## config.mk

```make
export PLATFORM = sky130hd
export DESIGN_NAME = gbs_sync
export DESIGN_NICKNAME = d
export VERILOG_FILES = /design/src/core/gbs_sync.v
export VERILOG_INCLUDE_DIRS = /design/src /design/src/inc
export SDC_FILE = /design/constraint.sdc
export NUM_CORES = 2
export LEC_CHECK = 0
export ABC_AREA = 1
export CORE_MARGIN = 2
export CORE_UTILIZATION = 61
export CTS_BUF_LIST = sky130_fd_sc_hd__clkbuf_8
export DETAILED_ROUTE_END_ITERATION = 7
export DONT_BUFFER_PORTS = 1
export PLACE_DENSITY_LB_ADDON = 0.3
export SLEW_MARGIN = 20
export SYNTH_ARGS = -nofsm -noshare
export SYNTH_HDL_FRONTEND = slang
export SYNTH_SLANG_ARGS = --single-unit
```

## constraint.sdc

```tcl
create_clock -name clk_sys_in -period 9.61 [get_ports clk_sys_in]
set_input_delay 0.961 -clock clk_sys_in [delete_from_list [all_inputs] [get_ports clk_sys_in]]
set_output_delay 0.961 -clock clk_sys_in [all_outputs]
set_load 0.01 [all_outputs]
```

## src/inc/gbs_defines.vh

```
`ifndef GBS_DEFINES_VH
`define GBS_DEFINES_VH

// ----------------------------------------------------------------
// Register byte offsets (word aligned)
// ----------------------------------------------------------------
`define GBS_OFS_CTRL 6'h00
`define GBS_OFS_SLIP_REF 6'h04
`define GBS_OFS_VOLT_WIN 6'h08
`define GBS_OFS_PHASE_WIN 6'h0c
`define GBS_OFS_SLIP_WIN 6'h10
`define GBS_OFS_CLOSE_DLY 6'h14
`define GBS_OFS_ATTEMPTS 6'h18
`define GBS_OFS_RECLOSE_DLY 6'h1c
`define GBS_OFS_HOLD_TIME 6'h20
`define GBS_OFS_SYNC_TMO 6'h24
`define GBS_OFS_PI_GAIN 6'h28
`define GBS_OFS_PI_STAB 6'h2c
`define GBS_OFS_STATUS 6'h30
`define GBS_CFG_WORDS 12

// ----------------------------------------------------------------
// Control fields
// ----------------------------------------------------------------
`define GBS_CTRL_VM_EN 0
`define GBS_CTRL_REARM 1
`define GBS_CTRL_ALM_ATT 2
`define GBS_CTRL_ALM_TMO 3
`define GBS_CTRL_SAVE 4

// ----------------------------------------------------------------
// Reset values
// ----------------------------------------------------------------
`define GBS_RST_CTRL 16'h0001
`define GBS_RST_VOLT_WIN 16'h0020
`define GBS_RST_PHASE_WIN 16'h0040
`define GBS_RST_SLIP_WIN 16'h0010
`define GBS_RST_CLOSE_DLY 16'h0004
`define GBS_RST_ATTEMPTS 16'h0001
`define GBS_RST_RECLOSE_DLY 16'h0064
`define GBS_RST_HOLD_TIME 16'h00c8
`define GBS_RST_PI_GAIN 16'h0100
`define GBS_RST_PI_STAB 16'h0010
`define GBS_NV_TAG 8'ha5

// ----------------------------------------------------------------
// Mode switch codes and timing
// ----------------------------------------------------------------
`define GBS_MODE_OFF 2'h0
`define GBS_MODE_RUN 2'h1
`define GBS_MODE_CHECK 2'h2
`define GBS_MODE_PERM 2'h3
`define GBS_CLK_NS 20
`define GBS_TICK_NS 1000000
`define GBS_TICK_CYCLES (`GBS_TICK_NS / `GBS_CLK_NS)

`endif

```

## src/core/gbs_sync.v

```verilog
// Chosen here: the Avalon-MM interface to the registers and the placing of the registers.
`timescale 1ns/1ps
// Behaviour
// Four modes; off means no activity
// Run closes breaker, bias held during closure
// Run stops on hold expiry or aux
// Optional automatic re-arm after disconnect
// Check matches but never closes
// Permissive: no bias, close only within limits
// Voltage raise/lower until inside window
// Voltage match enable; permissive only verifies
// Zero slip reference selects phase PI
// Non-zero slip reference regulates slip PI
// Close only when all conditions hold
// Anticipate zero phase; windows gate closure
// Limit attempts, reclose delay between them
// Exhausted attempts force off until toggled
// Alarm on attempt limit when enabled
// Attempt count one means single shot
// Set points persist only after save
// Hold time: relay on, closed check
// Sync timeout forces off; zero disables
// Off drops closure, clears reclose delay
`include "gbs_defines.vh"

module gbs_sync #(
  parameter TICK_CYCLES = `GBS_TICK_CYCLES
)(
  input wire clk_sys_in,
  input wire rstn_in,
  input wire ce_in,
  input wire [5:0] avm_address_in,
  input wire avm_read_in,
  input wire avm_write_in,
  input wire [31:0] avm_writedata_in,
  input wire [3:0] avm_byteenable_in,
  output reg [31:0] avm_readdata_out,
  output reg avm_waitrequest_out,
  input wire [1:0] mode_sel_in,
  input wire breaker_aux_contact_in,
  input wire [15:0] volt_bus_in,
  input wire [15:0] volt_util_in,
  input wire [15:0] phase_err_in,
  input wire [15:0] slip_meas_in,
  output reg breaker_close_out,
  output reg alarm_out,
  output reg volt_raise_out,
  output reg volt_lower_out,
  output reg [15:0] speed_bias_out,
  output reg speed_bias_valid_out
);

  // ----------------------------------------------------------------
  // States, one-hot
  // ----------------------------------------------------------------
  localparam [6:0] S_OFF = 7'h01;
  localparam [6:0] S_MATCH = 7'h02;
  localparam [6:0] S_CLOSE = 7'h04;
  localparam [6:0] S_VERIFY = 7'h08;
  localparam [6:0] S_RECLOSE = 7'h10;
  localparam [6:0] S_DONE = 7'h20;
  localparam [6:0] S_LOCK = 7'h40;

  reg [15:0] cfg_reg [0:`GBS_CFG_WORDS-1];
  // Non-volatile image: no reset, survives power loss
  reg [15:0] nv_mem [0:`GBS_CFG_WORDS-1];
  reg [7:0] nv_tag [0:`GBS_CFG_WORDS-1];
  reg restore_reg;
  reg [2:0] mode_sync_reg [0:1];
  reg [2:0] aux_sync_reg;
  reg [1:0] mode_reg;
  reg aux_reg;
  reg [6:0] state_reg;
  reg [15:0] attempts_reg;
  reg [15:0] timer_reg;
  reg [15:0] tmo_reg;
  reg [31:0] tick_cnt_reg;
  reg tick_reg;
  reg signed [23:0] integ_reg;
  integer i;

  function [15:0] cfg_default;
    input integer idx;
    begin
      case (idx)
        0: cfg_default = `GBS_RST_CTRL;
        2: cfg_default = `GBS_RST_VOLT_WIN;
        3: cfg_default = `GBS_RST_PHASE_WIN;
        4: cfg_default = `GBS_RST_SLIP_WIN;
        5: cfg_default = `GBS_RST_CLOSE_DLY;
        6: cfg_default = `GBS_RST_ATTEMPTS;
        7: cfg_default = `GBS_RST_RECLOSE_DLY;
        8: cfg_default = `GBS_RST_HOLD_TIME;
        10: cfg_default = `GBS_RST_PI_GAIN;
        11: cfg_default = `GBS_RST_PI_STAB;
        default: cfg_default = 16'h0000;
      endcase
    end
  endfunction

  // ----------------------------------------------------------------
  // Measurement conditions
  // ----------------------------------------------------------------
  wire [15:0] slip_ref = cfg_reg[1];
  wire vm_en = cfg_reg[0][`GBS_CTRL_VM_EN];
  wire signed [16:0] v_diff = $signed({1'b0, volt_bus_in}) - $signed({1'b0, volt_util_in});
  wire [16:0] v_mag = v_diff[16] ? (17'h00000 - v_diff) : v_diff;
  wire v_ok = !vm_en || (v_mag <= {1'b0, cfg_reg[2]});
  // Advance angle: slip times breaker delay, ahead of zero phase
  wire signed [32:0] advance = $signed(slip_meas_in) * $signed({1'b0, cfg_reg[5]});
  wire signed [33:0] phase_pred = $signed(phase_err_in) + advance;
  wire [33:0] p_mag = phase_pred[33] ? (34'h000000000 - phase_pred) : phase_pred;
  wire [15:0] s_mag = slip_meas_in[15] ? (16'h0000 - slip_meas_in) : slip_meas_in;
  wire p_ok = p_mag <= {18'h00000, cfg_reg[3]};
  wire s_ok = s_mag <= cfg_reg[4];
  wire all_ok = v_ok && p_ok && s_ok;
  // Zero reference selects phase lock, otherwise slip regulation
  wire signed [16:0] pi_err = (slip_ref == 16'h0000) ? -$signed({phase_err_in[15], phase_err_in}) :
    $signed({slip_ref[15], slip_ref}) - $signed({slip_meas_in[15], slip_meas_in});
  wire signed [33:0] p_term = pi_err * $signed({1'b0, cfg_reg[10]});
  wire signed [33:0] i_term = pi_err * $signed({1'b0, cfg_reg[11]});
  wire signed [23:0] bias_sum = integ_reg + $signed({{8{p_term[33]}}, p_term[23:8]});
  wire biasing = (mode_reg == `GBS_MODE_RUN || mode_reg == `GBS_MODE_CHECK) &&
    (state_reg == S_MATCH || state_reg == S_CLOSE || state_reg == S_RECLOSE);
  wire limit_hit = (attempts_reg >= cfg_reg[6]);
  wire tmo_hit = (cfg_reg[9] != 16'h0000) && (tmo_reg >= cfg_reg[9]);
  wire run_like = (mode_reg == `GBS_MODE_RUN || mode_reg == `GBS_MODE_PERM);

  // ----------------------------------------------------------------
  // Pin synchronisers: accept when stages two and three agree
  // ----------------------------------------------------------------
  always @(posedge clk_sys_in or negedge rstn_in)
  begin
    if (!rstn_in)
    begin
      mode_sync_reg[0] <= 3'h0;
      mode_sync_reg[1] <= 3'h0;
      aux_sync_reg <= 3'h0;
      mode_reg <= `GBS_MODE_OFF;
      aux_reg <= 1'b0;
    end
    else if (ce_in)
    begin
      mode_sync_reg[0] <= {mode_sync_reg[0][1:0], mode_sel_in[0]};
      mode_sync_reg[1] <= {mode_sync_reg[1][1:0], mode_sel_in[1]};
      aux_sync_reg <= {aux_sync_reg[1:0], breaker_aux_contact_in};
      if (mode_sync_reg[0][2] == mode_sync_reg[0][1] && mode_sync_reg[1][2] == mode_sync_reg[1][1])
        mode_reg <= {mode_sync_reg[1][2], mode_sync_reg[0][2]};
      if (aux_sync_reg[2] == aux_sync_reg[1])
        aux_reg <= aux_sync_reg[2];
    end
  end

  // ----------------------------------------------------------------
  // Millisecond tick for all timers
  // ----------------------------------------------------------------
  always @(posedge clk_sys_in or negedge rstn_in)
  begin
    if (!rstn_in)
    begin
      tick_cnt_reg <= 32'h00000000;
      tick_reg <= 1'b0;
    end
    else if (ce_in)
    begin
      tick_reg <= (tick_cnt_reg == TICK_CYCLES - 1);
      if (tick_cnt_reg == TICK_CYCLES - 1)
        tick_cnt_reg <= 32'h00000000;
      else
        tick_cnt_reg <= tick_cnt_reg + 32'h00000001;
    end
  end

  // ----------------------------------------------------------------
  // Avalon slave: one wait cycle, then a single-cycle answer
  // ----------------------------------------------------------------
  always @(posedge clk_sys_in or negedge rstn_in)
  begin
    if (!rstn_in)
    begin
      avm_waitrequest_out <= 1'b1;
      avm_readdata_out <= 32'h00000000;
      restore_reg <= 1'b1;
      for (i = 0; i < `GBS_CFG_WORDS; i = i + 1)
        cfg_reg[i] <= cfg_default(i);
    end
    else if (ce_in)
    begin
      // Working set reloads from the saved image after every reset
      if (restore_reg)
      begin
        restore_reg <= 1'b0;
        for (i = 0; i < `GBS_CFG_WORDS; i = i + 1)
          if (nv_tag[i] == `GBS_NV_TAG)
            cfg_reg[i] <= nv_mem[i];
      end
      if (!avm_waitrequest_out)
        avm_waitrequest_out <= 1'b1;
      else if (avm_read_in || avm_write_in)
        avm_waitrequest_out <= 1'b0;
      if (avm_read_in && avm_waitrequest_out)
      begin
        if (avm_address_in == `GBS_OFS_STATUS)
          avm_readdata_out <= {attempts_reg, 6'h00, aux_reg, mode_reg, state_reg[6:1], alarm_out};
        else if (avm_address_in[5:2] < `GBS_CFG_WORDS && avm_address_in[1:0] == 2'h0)
          avm_readdata_out <= {16'h0000, cfg_reg[avm_address_in[5:2]]};
        else
          avm_readdata_out <= 32'h00000000;
      end
      // Write lands at the edge the master sees waitrequest low
      if (avm_write_in && !avm_waitrequest_out && avm_address_in[1:0] == 2'h0 &&
        avm_address_in[5:2] < `GBS_CFG_WORDS)
      begin
        if (avm_byteenable_in[0])
          cfg_reg[avm_address_in[5:2]][7:0] <= avm_writedata_in[7:0];
        if (avm_byteenable_in[1])
          cfg_reg[avm_address_in[5:2]][15:8] <= avm_writedata_in[15:8];
      end
    end
  end

  // Save copies the working set; stale values are kept otherwise
  always @(posedge clk_sys_in)
  begin
    if (ce_in && avm_write_in && !avm_waitrequest_out && avm_address_in == `GBS_OFS_CTRL &&
      avm_byteenable_in[0] && avm_writedata_in[`GBS_CTRL_SAVE])
      for (i = 0; i < `GBS_CFG_WORDS; i = i + 1)
      begin
        nv_mem[i] <= cfg_reg[i];
        nv_tag[i] <= `GBS_NV_TAG;
      end
  end

  // ----------------------------------------------------------------
  // Sequencer
  // ----------------------------------------------------------------
  always @(posedge clk_sys_in or negedge rstn_in)
  begin
    if (!rstn_in)
    begin
      state_reg <= S_OFF;
      attempts_reg <= 16'h0000;
      timer_reg <= 16'h0000;
      tmo_reg <= 16'h0000;
      breaker_close_out <= 1'b0;
      alarm_out <= 1'b0;
    end
    else if (ce_in)
    begin
      if (tick_reg)
        timer_reg <= timer_reg + 16'h0001;
      // Timeout runs only while run is selected
      if (mode_reg != `GBS_MODE_RUN || state_reg == S_DONE || state_reg == S_LOCK)
        tmo_reg <= 16'h0000;
      else if (tick_reg)
        tmo_reg <= tmo_reg + 16'h0001;
      if (mode_reg == `GBS_MODE_OFF)
      begin
        state_reg <= S_OFF;
        breaker_close_out <= 1'b0;
        alarm_out <= 1'b0;
        attempts_reg <= 16'h0000;
        timer_reg <= 16'h0000;
      end
      else if (tmo_hit && state_reg != S_VERIFY)
      begin
        state_reg <= S_LOCK;
        breaker_close_out <= 1'b0;
        alarm_out <= cfg_reg[0][`GBS_CTRL_ALM_TMO];
      end
      else
        case (state_reg)
          S_OFF:
          begin
            state_reg <= S_MATCH;
            attempts_reg <= 16'h0000;
          end
          S_MATCH:
            // Check mode never closes
            if (all_ok && run_like)
            begin
              state_reg <= S_CLOSE;
              breaker_close_out <= 1'b1;
              attempts_reg <= attempts_reg + 16'h0001;
              timer_reg <= 16'h0000;
            end
          S_CLOSE:
            if (aux_reg)
            begin
              state_reg <= S_VERIFY;
              breaker_close_out <= 1'b0;
              timer_reg <= 16'h0000;
            end
            else if (timer_reg >= cfg_reg[8] || mode_reg == `GBS_MODE_CHECK ||
              (mode_reg == `GBS_MODE_PERM && !all_ok))
            begin
              breaker_close_out <= 1'b0;
              timer_reg <= 16'h0000;
              if (limit_hit)
              begin
                state_reg <= S_LOCK;
                alarm_out <= cfg_reg[0][`GBS_CTRL_ALM_ATT];
              end
              else
                state_reg <= S_RECLOSE;
            end
          S_VERIFY:
            // Breaker must stay shut for the hold time to count
            if (!aux_reg)
            begin
              timer_reg <= 16'h0000;
              if (limit_hit)
              begin
                state_reg <= S_LOCK;
                alarm_out <= cfg_reg[0][`GBS_CTRL_ALM_ATT];
              end
              else
                state_reg <= S_RECLOSE;
            end
            else if (timer_reg >= cfg_reg[8])
              state_reg <= S_DONE;
          S_RECLOSE:
            if (timer_reg >= cfg_reg[7])
              state_reg <= S_MATCH;
          S_DONE:
            if (cfg_reg[0][`GBS_CTRL_REARM] && !aux_reg)
            begin
              state_reg <= S_MATCH;
              attempts_reg <= 16'h0000;
            end
          S_LOCK:
            state_reg <= S_LOCK;
          default:
            state_reg <= S_OFF;
        endcase
    end
  end

  // ----------------------------------------------------------------
  // Network bias commands
  // ----------------------------------------------------------------
  always @(posedge clk_sys_in or negedge rstn_in)
  begin
    if (!rstn_in)
    begin
      integ_reg <= 24'h000000;
      speed_bias_out <= 16'h0000;
      speed_bias_valid_out <= 1'b0;
      volt_raise_out <= 1'b0;
      volt_lower_out <= 1'b0;
    end
    else if (ce_in)
    begin
      speed_bias_valid_out <= biasing && tick_reg;
      // Integrator cleared while idle so re-entry starts clean
      if (!biasing)
        integ_reg <= 24'h000000;
      else if (tick_reg)
      begin
        integ_reg <= integ_reg + $signed({{8{i_term[33]}}, i_term[23:8]});
        speed_bias_out <= bias_sum[15:0];
      end
      volt_raise_out <= biasing && vm_en && !v_ok && v_diff[16];
      volt_lower_out <= biasing && vm_en && !v_ok && !v_diff[16];
    end
  end

endmodule

```

==> flow_metrics.tcl <==
set metrics [dict create \
    fmax_ghz 0.1098 \
    outcome "completed" \
    dr.pass1.iters 6 \
    reg2reg_from "slip_ref[0]" \
    fp-row-count 114 \
    ys_types 66 \
    worst_ep_required_time_ns 10.21 \
    gp_congestion 0.9668 \
    cts_inserted_buffers 96 \
    drtAntennaViolNets 0 \
    vias 50720 \
    syn_area_sq_um 59110 \
    seq_area_sq_um 14890 \
    io_pins 168 \
    hold_viol 0 \
    htreeDepth 3 \
    cts-root-buf "clkbuf_8" \
    maxCapViolations 0 \
    vias_per_cell 5.856 \
    antenna_found_initial 1 \
    syn_nets 8534 \
    core_sq_um 96420 \
    largest_register_ffs 192 \
    cpMostUsedCell "nand2_1" \
    max_stage_delay_ns 0.54 \
    slew_violations 0 \
    synth_area_leader_cell "fa_1" \
    synth_cells 7380 \
    r2r_end "speed_bias_out[15]" \
    io_buffer_count 0 \
    ff2ff_setup_slack_ns 0.50 \
    syn_to_final_growth_pct 6.361 \
    grt-ovfl-total 0 \
    min_period_over_period 0.9477 \
    grt_pass1_vias 50120 \
    synth-seq-cells 555 \
    hpwl_um 130500 \
    cts.sinks 555 \
    setup_viol 0 \
    synth_commonest_cells "nand2_1, inv_1, fa_1" \
    dieArea_sq_um 99400 \
    worstPathArrival_ns 9.70 \
    synth-edff-count 192 \
    synth.area.top_cells "fa_1, dfrtp_1, nand2_1, edfxtp_1, inv_1" \
    worstSetupPathType "reg -> reg" \
    multiInputGateArea_sq_um 37210 \
    cts_tree "yes" \
    gr-usage-all-layers 0.3543 \
    synthFlopType "dfrtp_1" \
    nFillCells 8239 \
    max_slew_margin 0.2153 \
    dieWidth_um 315.3 \
    yosysWarnings 0 \
    skew_ns 0.05085 \
    synthArstFlopShare 0.6541 \
    avgSynthCellArea_sq_um 8.009 \
    clockBufferDepth 3 \
    rr_worst_depth 51 \
    cp_max_fo 5 \
    drt_iter0_drc 5382 \
    synth.most_common_cell "nand2_1" \
    drive_gt1_frac 0.05729 \
    clock_latency_ns 0.75 \
    post-route-drc-count 0 \
    wire_per_inst_um 20.16 \
    path_clk_slew_ns 0.07 \
    fin_nets 8454 \
    fin_util 0.6520 \
    finalCriticalPeriod_ns 9.107 \
    tightest_slew_ns 1.177 \
    initial_utilization 0.6130 \
    critPathLaunchType "register" \
    cp-end-kind "register" \
    grt_pass1_wl_um 273300 \
    synth.yosys.seq_area_share 0.2516 \
    totalWireLength_um 174600 \
    grt_max_degree 425 \
    die_y_um 315.3 \
    synth_top_area_frac 0.2053 \
    hold_class "in -> async" \
    grt_setup_unrepaired "no" \
    worst_path_max_delay_cell "fa_1" \
]
[per-stage QoR]
stage	setup TNS (ns)	cell area, sq um	instances	hold WS (ns)	worst slack, ns
after floorplan	0	59110	7380	0.4231	0.02246
after global placement	-0.07265	60610	8472	0.4263	-0.07265
after detailed placement	-0.4236	60610	8472	0.4304	-0.1866
after CTS	0	62680	8655	0.01544	0.05387
after global routing	0	62870	8661	0.03631	0.007483
final	0	62870	8661	0.06047	0.5025
[area by class of cell]
class                      count  share of cell area
multi-input combinational   4936              0.5919
sequential                   555              0.2368
inverter                    1561             0.09340
tap                         1276             0.02540
clock buffer                 115             0.02518
timing repair buffer         150             0.02006
clock inverter                67            0.007225
antenna                        1          0.00003981
[routing by layer]
metal,up-vias,GRT usage,routed length (um),part of all wire
li1,23300,-,-,-
met3,580,0.07486,16740,0.096
met2,2491,0.5687,80970,0.46
met4,2,0.1856,10560,0.060
met5,-,0,23,0.00013
met1,24340,0.4528,66340,0.38
[how the worst max path moves through the flow]
stage	from	to	slack, ns	depth (start not counted)
final	slip_ref[0]	speed_bias_out[15]	0.50	51
after global routing	slip_ref[0]	speed_bias_out[15]	0.007	51
after CTS	slip_ref[0]	speed_bias_out[15]	0.05	52
after detailed placement	slip_meas_in[0]	speed_bias_out[15]	-0.19	49
after global placement	slip_meas_in[0]	speed_bias_out[15]	-0.07	53
after floorplan	slip_meas_in[4]	speed_bias_out[15]	0.02	55
[cells by family (layout without fill, tap and decap cells)]
logic type	count (synthesis)	count (layout)	synth area share
AOI/OAI and AO/OA	1152	1152	0.1220
xor gates and xnor gates	182	182	0.02697
adders and majority gates	1040	1040	0.2971
buffers and inverters	1889	1893	0.1207
DFF	555	555	0.2516
other	0	1	0
and+or+nand+nor	2562	2562	0.1816
[cell usage in the layout (no fill, tap or decap), drive strengths merged, types with 26 or more instances in the layout]
cell | netlist | layout
a21oi | 177 | 177
buf | 34 | 150
clkbuf | 294 | 115
clkinv | 15 | 27
dfrtp | 346 | 346
edfxtp | 192 | 192
fa | 606 | 606
ha | 434 | 434
inv | 1546 | 1591
nand2 | 1628 | 1628
nand3 | 230 | 230
nand4 | 93 | 93
nor2 | 461 | 461
nor3 | 77 | 77
nor4 | 32 | 32
o211ai | 389 | 389
o21ai | 373 | 373
o22ai | 97 | 97
o31ai | 26 | 26
xnor2 | 59 | 59
xor2 | 123 | 123
[worst max-delay path, delay by kind of cell (launching register included)]
family          cells  cell delay (ns)
compound gates     12             1.93
xor+xnor            1             0.20
fa+ha+maj          10             4.15
buf+inv             9             0.74
flops               1             0.41
simple gates       19             1.52
[repair_timing]
item	in CTS	in global routing
endpoints found under the setup margin	0	45
hold buffers	1	0
gates resized for setup	0	40
buffers inserted	0	3
hold endpoints to repair	346	0
Power is left out: the tool's default activity adds up to more than one toggle a clock period on the data nets, which glitch-free logic cannot reach.
